===== src/inc/spw_pkg.sv =====
// shared constants and carrier types of the soft power wake-up block
package spw_pkg;
  // register indices; byte address is four times the index
  localparam logic [7:0] IDX_OFF_DELAY  = 8'hB8;
  localparam logic [7:0] IDX_STEER_TWO  = 8'hEF;
  localparam logic [7:0] IDX_STEER_ONE  = 8'hF0;
  localparam logic [7:0] IDX_WDOG_CTRL  = 8'hF1;
  localparam logic [7:0] IDX_SPW_EN_ONE = 8'hF2;
  localparam logic [7:0] IDX_SPW_EN_TWO = 8'hF3;
  localparam logic [7:0] IDX_STATUS     = 8'hF4;
  localparam logic [7:0] IDX_MASK       = 8'hF5;
  localparam logic [7:0] IDX_GP_EN1_LO  = 8'hF6;
  localparam logic [7:0] IDX_GP_EN1_HI  = 8'hF7;
  localparam logic [7:0] IDX_GP_EN2     = 8'hF8;
  localparam logic [7:0] IDX_PIN_STEER  = 8'hF9;
  localparam logic [7:0] IDX_ALT_FUNC   = 8'hFA;
  localparam logic [7:0] IDX_ALARM_MODE = 8'hFB;
  // watchdog_power_control bits
  localparam int WDC_RESTART = 6;
  localparam int WDC_SOFTWARE_POWER_OFF_BIT   = 7;
  // soft_power_enable_two bits
  localparam int SPE2_PWRGOOD = 6;
  localparam int SPE2_OFF_EN  = 7;
  // status / enable / mask bit positions
  localparam int EV_BUTTON = 0;
  localparam int EV_RI1    = 1;
  localparam int EV_RI2    = 2;
  localparam int EV_RXD1   = 3;
  localparam int EV_RXD2   = 4;
  localparam int EV_KBD    = 5;
  localparam int EV_MOUSE  = 6;
  localparam int EV_INFRARED_RECEIVE_TWO  = 7;
  localparam int EV_ALARM1 = 8;
  localparam int EV_ALARM2 = 9;
  localparam int EV_GINT1  = 10;
  localparam int EV_GINT2  = 11;
  localparam int EV_OFF    = 12;
  localparam int EV_W      = 13;
  // reset values
  localparam logic [7:0]  RST_OFF_DELAY = 8'h05;
  localparam logic [15:0] RST_ENABLE    = 16'h0001;
  localparam logic [7:0]  RST_SPE2      = 8'h80;
  // off-delay unit: one second at 100 MHz
  localparam longint OFF_UNIT_NS = 1000000000;
  localparam longint CLK_NS      = 10;
  localparam longint OFF_UNIT_CYC = OFF_UNIT_NS / CLK_NS;
  // alarm one repetition modes
  typedef enum logic [2:0] {
    AM_ONCE, AM_MINUTE, AM_HOUR, AM_DAY, AM_WEEK, AM_MONTH, AM_YEAR
  } spw_alarm_mode_t;
  // pin inputs that cross into the clock domain
  typedef struct packed {
    logic        button_n;
    logic [1:0]  ring_n;
    logic [1:0]  rxd;
    logic        kbd_clk;
    logic        mouse_clk;
    logic        infrared_receive_two;
    logic [1:0]  alarm;
    logic [5:0]  rtc_tick;
    logic        irq_input_pin_a;
    logic        irq_input_pin_b;
    logic        supply_on_sense;
    logic [63:0] gp_in;
  } spw_pins_t;
endpackage : spw_pkg


===== src/hw/spw_ctrl.sv =====
// soft power management, wake-up and group interrupt steering
//
// The APB slave port was left to the implementer.
`timescale 1ns/1ns
`default_nettype none
module spw_ctrl
  import spw_pkg::*;
#(
  parameter longint UNIT_CYC = OFF_UNIT_CYC,
  parameter int     IRQ_N    = 16
) (
  input  wire logic              clk,          // 100 MHz standby clock
  input  wire logic              rst_b,        // async reset, active low
  input  wire logic [11:0]       paddr,        // apb byte address
  input  wire logic              psel,         // apb select
  input  wire logic              penable,      // apb access phase
  input  wire logic              pwrite,       // apb direction
  input  wire logic [31:0]       pwdata,       // apb write data
  output logic [31:0]            prdata,       // apb read data
  output logic                   pready,       // apb ready
  output logic                   pslverr,      // unmapped address
  input  wire spw_pins_t         pins,         // asynchronous pin inputs
  output logic                   supply_on_control_n_o,  // pin level
  output logic                   supply_on_control_n_oe, // pulls low
  output logic [IRQ_N-1:0]       irq_out,      // steered irq lines
  output logic                   group_irq_one, // group interrupt one
  output logic                   group_irq_two, // group interrupt two
  output logic [7:0]             alt_func_sel, // port group functions
  output logic                   blocks_enable, // functional blocks on
  output logic                   wake_request, // power-on request
  output logic                   spw_irq       // status interrupt
);

  // power states; code 3 cannot be reached and falls back to off
  typedef enum logic [1:0] {PS_OFF, PS_ON, PS_DELAY} spw_pstate_t;

  // every flop of the block in one word
  typedef struct packed {
    spw_pins_t        s1;
    spw_pins_t        s2;
    spw_pins_t        prev;
    logic             g1_prev;
    logic             g2_prev;
    logic [7:0]       off_delay;
    logic [7:0]       steer_one;
    logic [7:0]       steer_two;
    logic [7:0]       spe2;
    logic [15:0]      enable;
    logic [15:0]      status;
    logic [15:0]      mask;
    logic [63:0]      gp_en1;
    logic [31:0]      gp_en2;
    logic [7:0]       pin_steer;
    logic [7:0]       alt_func;
    spw_alarm_mode_t  alarm_mode;
    logic             alarm_armed;
    logic [31:0]      rdata;
    spw_pstate_t      pstate;
    logic [63:0]      unit_cnt;
    logic [7:0]       units;
    logic             drive_low;
    logic [IRQ_N-1:0] irq;
    logic             g1;
    logic             g2;
  } spw_state_t;

  spw_state_t st_reg;
  spw_state_t st_next;

  // one-hot irq line from a 4-bit selector; zero means not routed
  // selectors past the last line are dropped, not wrapped
  function automatic logic [IRQ_N-1:0] steer(input logic [3:0] sel,
                                             input logic       lvl);
    logic [IRQ_N-1:0] v;
    v = '0;
    if (lvl && sel != 4'h0 && int'(sel) < IRQ_N) begin
      v[sel] = 1'b1;
    end
    return v;
  endfunction : steer

  // falling edge between two sampled levels
  // both levels are synchronised, so no glitch edges
  function automatic logic fall(input logic now, input logic was);
    return was & ~now;
  endfunction : fall

  // decode, event and divider wires
  logic              acc;
  logic              wr;
  logic              rd;
  logic [7:0]        idx;
  logic              mapped;
  logic [EV_W-1:0]   ev;
  logic [15:0]       ev16;
  logic              wdc_wr;
  logic              pgood_low;
  logic              gl1;
  logic              gl2;
  logic              alarm1_hit;
  logic              btn_press;
  logic              wake_any;
  logic              unit_tick;
  logic [63:0]       gp_lvl;

  // bus decode; reads finish in the access cycle from a flopped word
  // pready follows penable: every access ends in its first cycle
  // and the read mux stays off the prdata path
  assign acc    = psel & penable;
  assign wr     = acc & pwrite;
  assign rd     = acc & ~pwrite;
  assign idx    = paddr[9:2];
  assign pready = penable;
  assign mapped = (idx == IDX_OFF_DELAY) || (idx >= IDX_STEER_TWO &&
                  idx <= IDX_ALARM_MODE);
  assign pslverr = acc & (~mapped | paddr[11:10] != 2'b00);
  assign wdc_wr  = wr & mapped & idx == IDX_WDOG_CTRL & ~pslverr;

  // power-good mode with the supply pin floating high
  // the pull-up makes a released pin read as not good
  assign pgood_low = st_reg.spe2[SPE2_PWRGOOD] &
                     st_reg.s2.supply_on_sense;

  // group interrupt levels from enabled gpio pins
  // group two sees only port groups four to seven
  assign gp_lvl = st_reg.s2.gp_in;
  assign gl1 = |(gp_lvl & st_reg.gp_en1);
  assign gl2 = |(gp_lvl[63:32] & st_reg.gp_en2);

  // alarm one: its own match or the selected periodic tick
  // periodic modes never disarm; code 7 never matches
  always_comb begin
    unique case (st_reg.alarm_mode)
      AM_ONCE:   alarm1_hit = st_reg.alarm_armed &
                   ~st_reg.prev.alarm[0] & st_reg.s2.alarm[0];
      AM_MINUTE: alarm1_hit = ~st_reg.prev.rtc_tick[0] &
                   st_reg.s2.rtc_tick[0];
      AM_HOUR:   alarm1_hit = ~st_reg.prev.rtc_tick[1] &
                   st_reg.s2.rtc_tick[1];
      AM_DAY:    alarm1_hit = ~st_reg.prev.rtc_tick[2] &
                   st_reg.s2.rtc_tick[2];
      AM_WEEK:   alarm1_hit = ~st_reg.prev.rtc_tick[3] &
                   st_reg.s2.rtc_tick[3];
      AM_MONTH:  alarm1_hit = ~st_reg.prev.rtc_tick[4] &
                   st_reg.s2.rtc_tick[4];
      AM_YEAR:   alarm1_hit = ~st_reg.prev.rtc_tick[5] &
                   st_reg.s2.rtc_tick[5];
      default:   alarm1_hit = 1'b0;
    endcase
  end

  // wake events; prev clears at reset so a level held by alarm two
  // across a power loss shows as an edge once standby returns
  always_comb begin
    ev = '0;
    ev[EV_BUTTON] = fall(st_reg.s2.button_n, st_reg.prev.button_n);
    ev[EV_RI1]    = fall(st_reg.s2.ring_n[0], st_reg.prev.ring_n[0]);
    ev[EV_RI2]    = fall(st_reg.s2.ring_n[1], st_reg.prev.ring_n[1]);
    ev[EV_RXD1]   = fall(st_reg.s2.rxd[0], st_reg.prev.rxd[0]);
    ev[EV_RXD2]   = fall(st_reg.s2.rxd[1], st_reg.prev.rxd[1]);
    ev[EV_KBD]    = fall(st_reg.s2.kbd_clk, st_reg.prev.kbd_clk);
    ev[EV_MOUSE]  = fall(st_reg.s2.mouse_clk, st_reg.prev.mouse_clk);
    ev[EV_INFRARED_RECEIVE_TWO]  = fall(st_reg.s2.infrared_receive_two,
                         st_reg.prev.infrared_receive_two);
    ev[EV_ALARM1] = alarm1_hit;
    ev[EV_ALARM2] = st_reg.s2.alarm[1] & ~st_reg.prev.alarm[1];
    ev[EV_GINT1]  = st_reg.g1 & ~st_reg.g1_prev;
    ev[EV_GINT2]  = st_reg.g2 & ~st_reg.g2_prev;
    // widened to the status layout; bit 12 is set elsewhere
    ev16 = {{(16 - EV_W){1'b0}}, ev};
  end

  // a press is the synchronised falling edge
  assign btn_press = ev[EV_BUTTON];
  // a pending enabled status bit other than bit 12 asks for power; stale bits would
  // re-wake at once, which is why software reads status first
  assign wake_any = |(st_reg.status[EV_W-2:0] &
                      st_reg.enable[EV_W-2:0]);
  // one pulse per off-delay unit
  assign unit_tick = st_reg.unit_cnt == 64'(UNIT_CYC - 1);

  // next state of everything
  always_comb begin
    st_next = st_reg;
    // two-flop synchronisers, then edge history
    // only s2 and prev feed logic, never the first flop
    st_next.s1   = pins;
    st_next.s2   = st_reg.s1;
    st_next.prev = st_reg.s2;
    st_next.g1      = gl1;
    st_next.g2      = gl2;
    st_next.g1_prev = st_reg.g1;
    st_next.g2_prev = st_reg.g2;
    // a once alarm fires once until the mode is rewritten
    if (alarm1_hit && st_reg.alarm_mode == AM_ONCE) begin
      st_next.alarm_armed = 1'b0;
    end

    // register writes
    // status is read-only; control writes act as commands
    if (wr && !pslverr) begin
      unique case (idx)
        IDX_OFF_DELAY:  st_next.off_delay = pwdata[7:0];
        IDX_STEER_TWO:  st_next.steer_two = pwdata[7:0];
        IDX_STEER_ONE:  st_next.steer_one = pwdata[7:0];
        IDX_SPW_EN_ONE: st_next.enable    = pwdata[15:0];
        IDX_SPW_EN_TWO: st_next.spe2      = pwdata[7:0];
        IDX_MASK:       st_next.mask      = pwdata[15:0];
        IDX_GP_EN1_LO:  st_next.gp_en1[31:0]  = pwdata;
        IDX_GP_EN1_HI:  st_next.gp_en1[63:32] = pwdata;
        IDX_GP_EN2:     st_next.gp_en2    = pwdata;
        IDX_PIN_STEER:  st_next.pin_steer = pwdata[7:0];
        IDX_ALT_FUNC:   st_next.alt_func  = pwdata[7:0];
        IDX_ALARM_MODE: begin
          st_next.alarm_mode  = spw_alarm_mode_t'(pwdata[2:0]);
          st_next.alarm_armed = 1'b1;
        end
        default: ;
      endcase
    end

    // read word captured in the setup cycle
    // power state word reads 0 off, 1 on, 2 delay
    if (psel && !penable) begin
      unique case (idx)
        IDX_OFF_DELAY:  st_next.rdata = {24'h0, st_reg.off_delay};
        IDX_STEER_TWO:  st_next.rdata = {24'h0, st_reg.steer_two};
        IDX_STEER_ONE:  st_next.rdata = {24'h0, st_reg.steer_one};
        IDX_WDOG_CTRL:  st_next.rdata = {30'h0, st_reg.pstate};
        IDX_SPW_EN_ONE: st_next.rdata = {16'h0, st_reg.enable};
        IDX_SPW_EN_TWO: st_next.rdata = {24'h0, st_reg.spe2};
        IDX_STATUS:     st_next.rdata = {16'h0, st_reg.status | ev16};
        IDX_MASK:       st_next.rdata = {16'h0, st_reg.mask};
        IDX_GP_EN1_LO:  st_next.rdata = st_reg.gp_en1[31:0];
        IDX_GP_EN1_HI:  st_next.rdata = st_reg.gp_en1[63:32];
        IDX_GP_EN2:     st_next.rdata = st_reg.gp_en2;
        IDX_PIN_STEER:  st_next.rdata = {24'h0, st_reg.pin_steer};
        IDX_ALT_FUNC:   st_next.rdata = {24'h0, st_reg.alt_func};
        IDX_ALARM_MODE: st_next.rdata = {29'h0, st_reg.alarm_mode};
        default:        st_next.rdata = 32'h0;
      endcase
    end

    // reads outside the register window return zero
    if (psel && !penable && paddr[11:10] != 2'b00) begin
      st_next.rdata = 32'h0;
    end

    // read of status clears it; new events in that cycle survive
    // so only an off completion in the setup cycle can slip between a read and its clear
    if (rd && !pslverr && idx == IDX_STATUS) begin
      st_next.status = 16'h0;
    end
    st_next.status = st_next.status | ev16;

    // off-delay unit divider runs only while a delay is pending
    // and restarts from zero on every reload
    if (st_reg.pstate == PS_DELAY && !unit_tick) begin
      st_next.unit_cnt = st_reg.unit_cnt + 64'h1;
    end else begin
      st_next.unit_cnt = 64'h0;
    end

    // power sequence
    // bit 7 powers off when on but stops a pending delay,
    // so a single write never starts and cancels a delay
    unique case (st_reg.pstate)
      PS_OFF: begin
        // the button powers on even with its wake disabled
        if (btn_press || wake_any) begin
          st_next.pstate = PS_ON;
        end
      end
      PS_ON: begin
        // software bit or an enabled button starts the delay
        if ((wdc_wr && pwdata[WDC_SOFTWARE_POWER_OFF_BIT]) ||
            (btn_press && st_reg.spe2[SPE2_OFF_EN])) begin
          st_next.pstate   = PS_DELAY;
          st_next.units    = st_reg.off_delay;
          st_next.unit_cnt = 64'h0;
        end
      end
      PS_DELAY: begin
        if (wdc_wr && pwdata[WDC_SOFTWARE_POWER_OFF_BIT]) begin
          st_next.pstate = PS_ON;
        end else if (wdc_wr && pwdata[WDC_RESTART]) begin
          // a restart reloads the full count, extending the delay
          st_next.units    = st_reg.off_delay;
          st_next.unit_cnt = 64'h0;
        end else if (st_reg.units == 8'h0) begin
          st_next.pstate = PS_OFF;
          // completion is itself an event for software
          st_next.status[EV_OFF] = 1'b1;
        end else if (unit_tick) begin
          st_next.units = st_reg.units - 8'h1;
        end
      end
      default: st_next.pstate = PS_OFF;
    endcase
    // pin pulls the supply on in every state but off
    st_next.drive_low = st_next.pstate != PS_OFF;

    // irq steering, silenced while the chip is not powered good
    // steered group irqs lag their pins by four edges; group_irq_one and group_irq_two by three
    st_next.irq = '0;
    if (!pgood_low) begin
      st_next.irq = steer(st_reg.steer_one[3:0], st_reg.g1) |
                    steer(st_reg.steer_two[3:0], st_reg.g2);
      st_next.irq = st_next.irq |
        steer(st_reg.pin_steer[3:0], st_reg.s2.irq_input_pin_a) |
        steer(st_reg.pin_steer[7:4], st_reg.s2.irq_input_pin_b);
    end
  end

  // state register; standby power return starts with supply off
  // a released button reads high, so its history resets high;
  // a low reset value would hide a press held across reset
  always_ff @(posedge clk or negedge rst_b) begin
    if (!rst_b) begin
      st_reg            <= '0;
      st_reg.s1.button_n <= 1'b1;
      st_reg.s2.button_n <= 1'b1;
      st_reg.prev.button_n <= 1'b1;
      st_reg.s1.ring_n  <= 2'h3;
      st_reg.s2.ring_n  <= 2'h3;
      st_reg.prev.ring_n <= 2'h3;
      st_reg.off_delay  <= RST_OFF_DELAY;
      st_reg.enable     <= RST_ENABLE;
      st_reg.spe2       <= RST_SPE2;
      st_reg.alarm_armed <= 1'b1;
      st_reg.pstate     <= PS_OFF;
    end else begin
      st_reg <= st_next;
    end
  end

  // outputs; the supply pin only ever pulls low
  // level is tied low and only the enable moves
  assign prdata                 = st_reg.rdata;
  assign supply_on_control_n_o  = 1'b0;
  assign supply_on_control_n_oe = st_reg.drive_low;
  assign irq_out       = st_reg.irq;
  assign group_irq_one = st_reg.g1;
  assign group_irq_two = st_reg.g2;
  assign alt_func_sel  = pgood_low ? 8'h00 : st_reg.alt_func;
  assign blocks_enable = ~pgood_low;
  assign wake_request  = wake_any;
  assign spw_irq       = |(st_reg.status & st_reg.mask);

endmodule : spw_ctrl
`default_nettype wire


===== config.mk =====
export PLATFORM = sky130hd
export DESIGN_NAME = spw_ctrl
export DESIGN_NICKNAME = d
export VERILOG_FILES = /design/src/inc/spw_pkg.sv /design/src/hw/spw_ctrl.sv
export SDC_FILE = /design/constraint.sdc
export NUM_CORES = 1
export LEC_CHECK = 0
export BUFFER_PORTS_ARGS = -buffer_cell sky130_fd_sc_hd__buf_2
export CORE_MARGIN = 8
export CORE_UTILIZATION = 59
export DETAILED_ROUTE_END_ITERATION = 8
export GPL_TIMING_DRIVEN = 0
export PLACE_DENSITY = 0.86
export SYNTH_ARGS = -nofsm -noshare
export SYNTH_HDL_FRONTEND = slang
export SYNTH_SLANG_ARGS = --single-unit

===== constraint.sdc =====
create_clock -name clk -period 2.8 [get_ports clk]
set_input_delay 0.14 -clock clk [delete_from_list [all_inputs] [get_ports clk]]
set_output_delay 0.14 -clock clk [all_outputs]
set_load 0.03 [all_outputs]

; Word-level counts from Yosys, hierarchy flattened
; Index checks and enable logic that the tools add are counted.
; W data, S select, Z words.
[totals]
reg_bits = 505
elab_cells = 250
[classes]
addsub = 2
order_cmp = 10
n_eq_ne = 27
muxes = 43
bitwise_logic = 59
n_reduce_logical = 53
[op_table]
columns = operator, count
row1 = $pmux W32 S14, 1
row2 = $mux W16, 10
row3 = $pmux W72 S2, 1
row4 = $mux W64, 2
row5 = $eq A8 B8 Y1 const B, 14
row6 = $mux W74, 1
row7 = $mux W72, 1
row8 = $add A64 B1 Y64 const B, 1
row9 = $and A64 B64 Y64, 1
row10 = $eq A64 B27 Y1 const B, 1
row11 = $mux W32, 2
row12 = $reduce_or A64 Y1, 1
row13 = $or A16 B16 Y16, 3
row14 = $and A32 B32 Y32, 1
row15 = $mux W8, 4
row16 = $or A16 B12 Y16, 2
row17 = $reduce_or A32 Y1, 1
row18 = $and A1 B1 Y1, 27
row19 = $reduce_and A2 Y1, 12
row20 = $not A1 Y1, 22
row21 = $lt A4 B5 Y1 const B, 4
row22 = $logic_and A1 B1 Y1, 19
row23 = $and A16 B16 Y16, 1
row24 = $demux W1 S4, 4
row25 = other kinds (28), 58

; Depth between registers and ports, before layout
; Gate-level depths: netlist of run 1.
[logic_depth]
depth_word = 15
depth_mapped = 9
mapped_depth_nobuf = 7

; Least setup slack after synthesis of run 1
; OpenSTA, ideal clock, no wires.
[synth_path]
kind = register to register
startpoint = register st_reg[27] (netlist bit)
endpoint = register st_reg[77] (netlist bit)
setup_time_ps = 132
arrival_time_ps = 2259
t_required_ps = 2668
path_slack_ps = 409
stages_incl_launch_ff = 8
n_path_buf = 0
path_cell_list = dfrtp_1 -> ha_1 -> nand4_1 -> nor4_1 -> nand4_1 -> nor3_1 -> xnor2_1 -> nor2_1
[synth_rtl]
columns = element, line_no
row1 = "start, declared", spw_ctrl.sv:67  ; spw_state_t st_reg;
row2 = "start signal, assigned", spw_ctrl.sv:333  ; st_reg <= st_next;

; Worst setup path after layout of run 1
[layout_path]
startpoint = input port paddr[6]
endpoint = register st_reg (netlist bit prdata[16])
[layout_between]
elab_chain_len = 4
[layout_lines]
columns = element, line_no
row1 = "start, declared", spw_ctrl.sv:14  ; input wire logic [11:0] paddr,
row2 = $eq A8 B8 Y1, spw_ctrl.sv:225  ; unique case (idx)
row3 = $pmux W32 S14 *, spw_ctrl.sv:225
row4 = $mux W32 *, spw_ctrl.sv:224  ; if (psel && !penable) begin
row5 = $mux W32 *, spw_ctrl.sv:245  ; if (psel && !penable && paddr[11:10] != 2'b00) begin
; Mark *: on every way between the ends. The rest lies on a longest branch, timed or not. The select of a mux whose other input is x is not followed.
; A chain may end at the register's enable or synchronous reset.

==> flow_metrics.py, run 1 <==
metrics = {
    "worst_hold_path": {
        "hold_path_class": "in -> async",
    },
    "synth": {
        "synth_top_cells_by_area": "sky130_fd_sc_hd__dfrtp_1 (59%), sky130_fd_sc_hd__mux2_2 (9.1%), sky130_fd_sc_hd__nor2_1 (2.7%)",
        "synth-main-ff-cell": "sky130_fd_sc_hd__dfrtp_1",
        "async_flop_share": 1.000,
        "yosys_register_bits": 502,
        "synth_edf_count": 0,
        "synth_warnings": 0,
        "post-synth-top-area-cell": "sky130_fd_sc_hd__dfrtp_1",
        "post-synth-top-area-fraction": 0.5909,
        "syn-mean-instance-area_um2": 12.46,
        "synth_sequential_area_ratio": 0.6087,
        "syn-instance-count": 1659,
        "netlist_area_mm2": 0.02067,
        "yosys.cell_types.count": 71,
    },
    "grt": {
        "first_global_vias": 16190,
        "wire_length_of_the_first_global_routing_pass_um": 95610,
        "globalRouteOverflowTotal": 0,
        "grt.total_usage": 0.3007,
        "grt_max_degree": 133,
        "antenna_violations_before_repair": 3,
    },
    "placed_design": {
        "place.gp.congestion": 1.007,
        "io_buffers": 192,
        "placed_cell_area_mm2": 0.02232,
        "dpl.cell_count": 2311,
        "detailedPlacementHpwl_um": 42380,
        "setup_slack_after_placement_ns": -0.5912,
    },
    "power": {
        "ir_drop_mv": 0.5949,
        "cellLeakagePower_nw": 11.77,
        "power_after_layout_w": 0.01517,
        "p_per_area_mw_per_mm2": 600.3,
    },
    "floorplan": {
        "core-area_mm2": 0.03454,
        "die-width_um": 203.2,
        "ioPinCount": 197,
        "initial_core_util": 0.5983,
        "floorplan.die.height_um": 203.2,
        "die_area_mm2": 0.04127,
        "fp_rows": 68,
    },
    "detailed_routing": {
        "drt_drc_violations_left": 0,
        "routed_wirelength_um": 62240,
        "drt.antenna.violating_nets": 0,
        "via_per_inst": 6.156,
        "avgRoutedWirePerCell_um": 24.65,
        "via_count": 15540,
        "drtPass1Iterations": 8,
        "iter_0_drt_violations": 1931,
    },
    "layout": {
        "final_cells": 2525,
        "mostFrequentLayoutCell": "sky130_fd_sc_hd__dfrtp_1",
        "number_of_fill_cells": 2271,
        "final_area_mm2": 0.02528,
        "fin_nets": 2166,
        "mostFrequentLayoutCells": "sky130_fd_sc_hd__dfrtp_1 (488), sky130_fd_sc_hd__buf_2 (197), sky130_fd_sc_hd__mux2_2 (167), sky130_fd_sc_hd__nor2_1 (148), sky130_fd_sc_hd__dlygate4sd3_1 (116)",
        "largest_register_ff_count": 285,
        "layout-drive-gt1-share": 0.2673,
        "syn2layout_area_growth_pct": 22.30,
    },
    "worst_setup_path": {
        "cpLargestDelayFamily": "simple AND/OR/NAND/NOR gates",
        "worstPathMaxFanout": 10,
        "critical_path_buf_inv_count": 3,
        "timing.reg2reg.worst_path_depth": 6,
        "timing.critical_path.from_type": "input pin",
        "cp_common_cell": "sky130_fd_sc_hd__clkbuf_1",
        "critPathSlowestCell": "sky130_fd_sc_hd__nor3_2",
        "cp_num_cells": 8,
        "critical_path.max_stage_delay_ns": 0.70,
        "data_arrival_critical_path_ns": 3.25,
        "cp_cell_sequence": "buf_2 > nand4_1 > or2_1 > clkbuf_1 > nor3_2 > clkbuf_1 > a222oi_1 > o21ai_0",
        "worst_setup_path_end_kind": "register",
        "ff2ff_setup_slack_ns": 0.14,
        "req_time_crit_path_ns": 3.30,
        "criticalPathCategory": "in -> reg",
    },
    "sta": {
        "max-slew-margin-rel": 0.2985,
        "worstMarginPinSlew_ns": 1.052,
        "drv_slew": 0,
        "hold_viol": 0,
        "final_critical_path_setup_slack_ns": 0.05303,
        "period_share": 0.9811,
        "clock-skew-final_ns": 0.03334,
        "finalWorstPathRequiredPeriod_ns": 2.747,
        "setup_viol_count_final": 0,
        "maxClockFrequency_mhz": 364.0,
        "holdWs_ns": 0.05064,
    },
    "flow_run": {
        "cap_viol_max_count": 0,
    },
    "clocking": {
        "cts-root-buf": "sky130_fd_sc_hd__clkbuf_16",
        "cts_made_buffers": 50,
        "tritoncts": "built",
        "tritoncts_num_sinks": 502,
        "h-tree-depth": 2,
        "cts-root-to-sink-buffers": 3,
        "worst_skew_pair_later_pin_latency_ns": 0.61,
        "path_clk_slew_ns": 0.07,
    },
    "run_status": {
        "outcome": "complete, no violations",
    },
}
layout make-up:
cell class	instances	area [um^2]	share of cell area
Sequential cell	502	12580	0.4977
Multi-Input combinational cell	1001	7323	0.2897
Timing Repair Buffer	316	2272	0.08989
Clock buffer	79	1520	0.06014
Buffer	118	671.9	0.02658
Tap cell	455	569.3	0.02252
Clock inverter	15	195.2	0.007722
Inverter	38	142.6	0.005643
Antenna cell	1	2.502	0.00009900
cell usage after synthesis (all sizes together) (12+ instances only):
| master | count |
|---|---|
| inv | 38 |
| o21ai | 33 |
| clkbuf | 55 |
| a222oi | 20 |
| a21oi | 26 |
| nor3 | 39 |
| a22o | 46 |
| o22ai | 16 |
| a221oi | 39 |
| nor2 | 148 |
| and2 | 13 |
| dfrtp | 488 |
| nor4 | 23 |
| mux2 | 197 |
| nand4 | 22 |
| a22oi | 33 |
| buf | 64 |
| xnor2 | 49 |
| xor2 | 18 |
| nand2 | 92 |
| and3 | 12 |
| dfstp | 14 |
| nand2b | 19 |
| nand3 | 49 |
report_power, final:
part / internal [W] / switching (W) / total (W)
combinational: 0.000306 / 0.000453 / 0.000759
sequential: 0.00742 / 0.0000986 / 0.00752
clock: 0.00402 / 0.00288 / 0.00690
total: 0.0117 / 0.00343 / 0.0152
final timing paths:
| kind | from | to |
|---|---|---|
| min in group clk | pwrite | st_reg[268]$_DFF_PN0_ |
| min | rst_b | st_next[393]$_DFF_PN0_ |
| max | paddr[6] | prdata[16]$_DFFE_PN0P_ |
| min reg2reg | st_next[407]$_DFF_PN0_ | gp_lvl[1]$_DFF_PN0_ |
| max in group asynchronous | rst_b | gp_lvl[17]$_DFF_PN0_ |
| max reg2reg | st_reg[64]$_DFF_PN0_ | st_reg[24]$_DFFE_PN0P_ |
through the flow:
step	TNS (ns)	util
3_5_place_dp	-29.36	0.6462
2_1_floorplan	0	-
3_3_place_gp	-3980.77	0.6427
5_1_grt	-0.007414	0.7317
6_report	0	0.7317
4_1_cts	0	0.7305
layer usage:
layer,part of all wire,up-vias,GRT usage
met2,0.47,928,0.4720
met4,0.051,0,0.1437
met1,0.37,7702,0.3822
met3,0.11,245,0.08807
met5,0,-,0
li1,-,6669,-
repair_timing:
action,CTS,global route
endpoints found under the hold margin,448,0
buffers inserted,3,1
hold buffers,116,0
resized for setup,6,9
pin swaps,1,1
setup endpoints to repair,60,36
cells by family (layout without fill, tap and decap cells):
family	after synthesis	in the layout	share of synthesized area
DFF	502	502	0.6087
AOI/OAI and AO/OA	253	253	0.09238
and+or+nand+nor	466	466	0.1140
adders and majority gates	7	7	0.004238
muxes	206	206	0.1129
other	1	3	0.0001814
xor gates and xnor gates	67	67	0.02839
buffers and inverters	157	566	0.03923
(Power assumes the default switching activity.)
==> inputs of run 2 (changes only) <==
HOLD_SLACK_MARGIN = 0.08   (was unset)
PLACE_DENSITY = 0.79   (was 0.86)
==> run 2 against run 1 <==
Cell area hardly changed. Via count rose by 1.1%. Clock power about the same. Non-clock buffer count up 1. Cell count stayed put.
==> flow_metrics.py, run 2 (same netlist as run 1, synthesis figures left out) <==
metrics = {
    "run_status": {
        "outcome": "complete, no violations",
    },
    "floorplan": {
        "core-area_mm2": 0.03454,
        "floorplan.die.height_um": 203.2,
        "initial_core_util": 0.5983,
        "die-width_um": 203.2,
        "fp_rows": 68,
        "die_area_mm2": 0.04127,
        "ioPinCount": 197,
    },
    "worst_setup_path": {
        "timing.critical_path.from_type": "register",
        "criticalPathCategory": "reg -> reg",
        "worst_setup_path_end_kind": "register",
        "data_arrival_critical_path_ns": 3.18,
        "worstPathMaxFanout": 10,
        "req_time_crit_path_ns": 3.27,
    },
    "layout": {
        "fin_nets": 2166,
        "final_cells": 2525,
        "post-route-util": 0.7315,
        "syn2layout_area_growth_pct": 22.26,
        "number_of_fill_cells": 2315,
        "final_area_mm2": 0.02527,
        "mostFrequentLayoutCell": "sky130_fd_sc_hd__dfrtp_1",
        "largest_register_ff_count": 285,
        "final-seq-area_mm2": 0.01258,
        "mostFrequentLayoutCells": "sky130_fd_sc_hd__dfrtp_1 (488), sky130_fd_sc_hd__buf_2 (200), sky130_fd_sc_hd__mux2_2 (167), sky130_fd_sc_hd__nor2_1 (147), sky130_fd_sc_hd__dlygate4sd3_1 (117)",
        "multi_input_comb_area_mm2": 0.007330,
        "layout-drive-gt1-share": 0.2654,
    },
    "grt": {
        "grt_max_degree": 132,
        "antenna_violations_before_repair": 5,
        "globalRouteOverflowTotal": 0,
        "grt.total_usage": 0.3095,
        "first_global_vias": 16260,
        "wire_length_of_the_first_global_routing_pass_um": 98200,
    },
    "sta": {
        "hold_viol": 0,
        "setup_viol_count_final": 0,
        "final_critical_path_setup_slack_ns": 0.08467,
        "max-slew-margin-rel": 0.2358,
        "grt_setup_unrepaired": "yes",
        "drv_slew": 0,
        "maxClockFrequency_mhz": 368.3,
        "period_share": 0.9698,
        "worstMarginPinSlew_ns": 1.140,
        "clock-skew-final_ns": 0.03508,
        "finalWorstPathRequiredPeriod_ns": 2.715,
    },
    "detailed_routing": {
        "avgRoutedWirePerCell_um": 25.34,
        "via_count": 15720,
        "via_per_inst": 6.224,
        "iter_0_drt_violations": 1639,
        "drtPass1Iterations": 6,
        "drt_drc_violations_left": 0,
        "drt.antenna.violating_nets": 0,
        "routed_wirelength_um": 63980,
    },
    "clocking": {
        "cts_made_buffers": 49,
        "path_clk_slew_ns": 0.06,
        "tritoncts": "built",
        "tritoncts_num_sinks": 502,
        "h-tree-depth": 2,
        "worst_skew_pair_later_pin_latency_ns": 0.62,
        "cts-root-to-sink-buffers": 3,
        "cts-root-buf": "sky130_fd_sc_hd__clkbuf_16",
    },
    "placed_design": {
        "io_buffers": 192,
        "dpl.cell_count": 2311,
        "place.gp.congestion": 0.9406,
        "placed_cell_area_mm2": 0.02232,
        "detailedPlacementHpwl_um": 42360,
        "setup_slack_after_placement_ns": -0.5137,
    },
    "power": {
        "ir_drop_mv": 0.7174,
        "seq_power_share": 0.495,
        "total_switching_power_w": 0.003424,
        "switching_share_of_power": 0.2253,
        "intPower_w": 0.01177,
        "p_per_area_mw_per_mm2": 601.4,
        "comb_power_share": 0.050,
        "power_frac_clock": 0.454,
        "cellLeakagePower_nw": 11.75,
    },
    "flow_run": {
        "cap_viol_max_count": 0,
    },
    "worst_hold_path": {
        "hold_path_class": "in -> async",
    },
}
run 2: cell count changes in the layout (fill, tap and decap cells not counted), sizes merged:
cell | before | now
clkbuf | 133 | 125
diode | 1 | 5
bufinv | 3 | 6
buf | 264 | 266
clkinv | 9 | 7
dlygate4sd3 | 116 | 117
run 2: power by group through the flow:
stage               Combinational [W]  Sequential, W  Clock, W
finish                       0.000766        0.00753   0.00690
global route                 0.000833        0.00753   0.00727
CTS                          0.000751        0.00752   0.00692
detailed placement           0.000610        0.00764         0
global placement             0.000577        0.00764         0
floorplan                    0.000221        0.00761         0
run 2: metrics by stage:
step           power (W)   TNS, ns  hold WS [ns]
3_3_place_gp    0.008221  -3984.45        0.2451
4_1_cts          0.01519  -0.05332        0.1002
5_1_grt          0.01563   -0.3649        0.1049
6_report         0.01520         0        0.1127
3_5_place_dp    0.008254    -39.79       0.03898
2_1_floorplan   0.007836         0       -0.1556
run 2: final timing paths:
path                                         from                       to  slack (ns)  depth (start not counted)
setup / recovery             st_reg[79]$_DFF_PN0_     st_reg[39]$_DFF_PN0_        0.08                          7
hold / removal                              rst_b    st_reg[125]$_DFF_PN1_        0.11                          2
setup reg to reg             st_reg[79]$_DFF_PN0_     st_reg[39]$_DFF_PN0_        0.08                          7
hold reg to reg            st_next[447]$_DFF_PN0_     gp_lvl[41]$_DFF_PN0_        0.34                          0
max in group asynchronous                   rst_b  st_reg[228]$_DFFE_PN0P_        1.53                          4
min in group clk                        paddr[11]    st_reg[269]$_DFF_PN0_        0.12                          4
run 2: routing by layer:
layer	vias up	part of all wire	track usage
li1	6660	-	-
met4	0	0.044	0.1347
met5	-	0	0
met1	7953	0.39	0.3983
met2	886	0.48	0.4908
met3	217	0.094	0.08442
run 2: layout make-up:
class	count	area share
Sequential cell	502	0.4978
Tap cell	455	0.02253
Clock buffer	73	0.05571
Inverter	38	0.005645
Clock inverter	16	0.01035
Timing Repair Buffer	316	0.09052
Multi-Input combinational cell	1001	0.2901
Buffer	119	0.02684
Antenna cell	5	0.0004952
run 2: timing repair:
action                                 4_1_cts  5_1_grt
buffers inserted                             2        0
setup endpoints to repair                   60       36
endpoints found under the hold margin      468        0
pin swaps                                    1        1
hold buffers                               118        0
resized for setup                            8       15
cloned                                       0        0
run 2: worst max-delay path, cell delays in order (launching register included):
cell                      delay, ns
sky130_fd_sc_hd__dfrtp_1       0.44
sky130_fd_sc_hd__nor4_1        0.37
sky130_fd_sc_hd__nand2_1       0.08
sky130_fd_sc_hd__or4_1         0.53
sky130_fd_sc_hd__o31a_1        0.42
sky130_fd_sc_hd__o21ai_2       0.26
sky130_fd_sc_hd__buf_2         0.38
sky130_fd_sc_hd__nor2_1        0.10
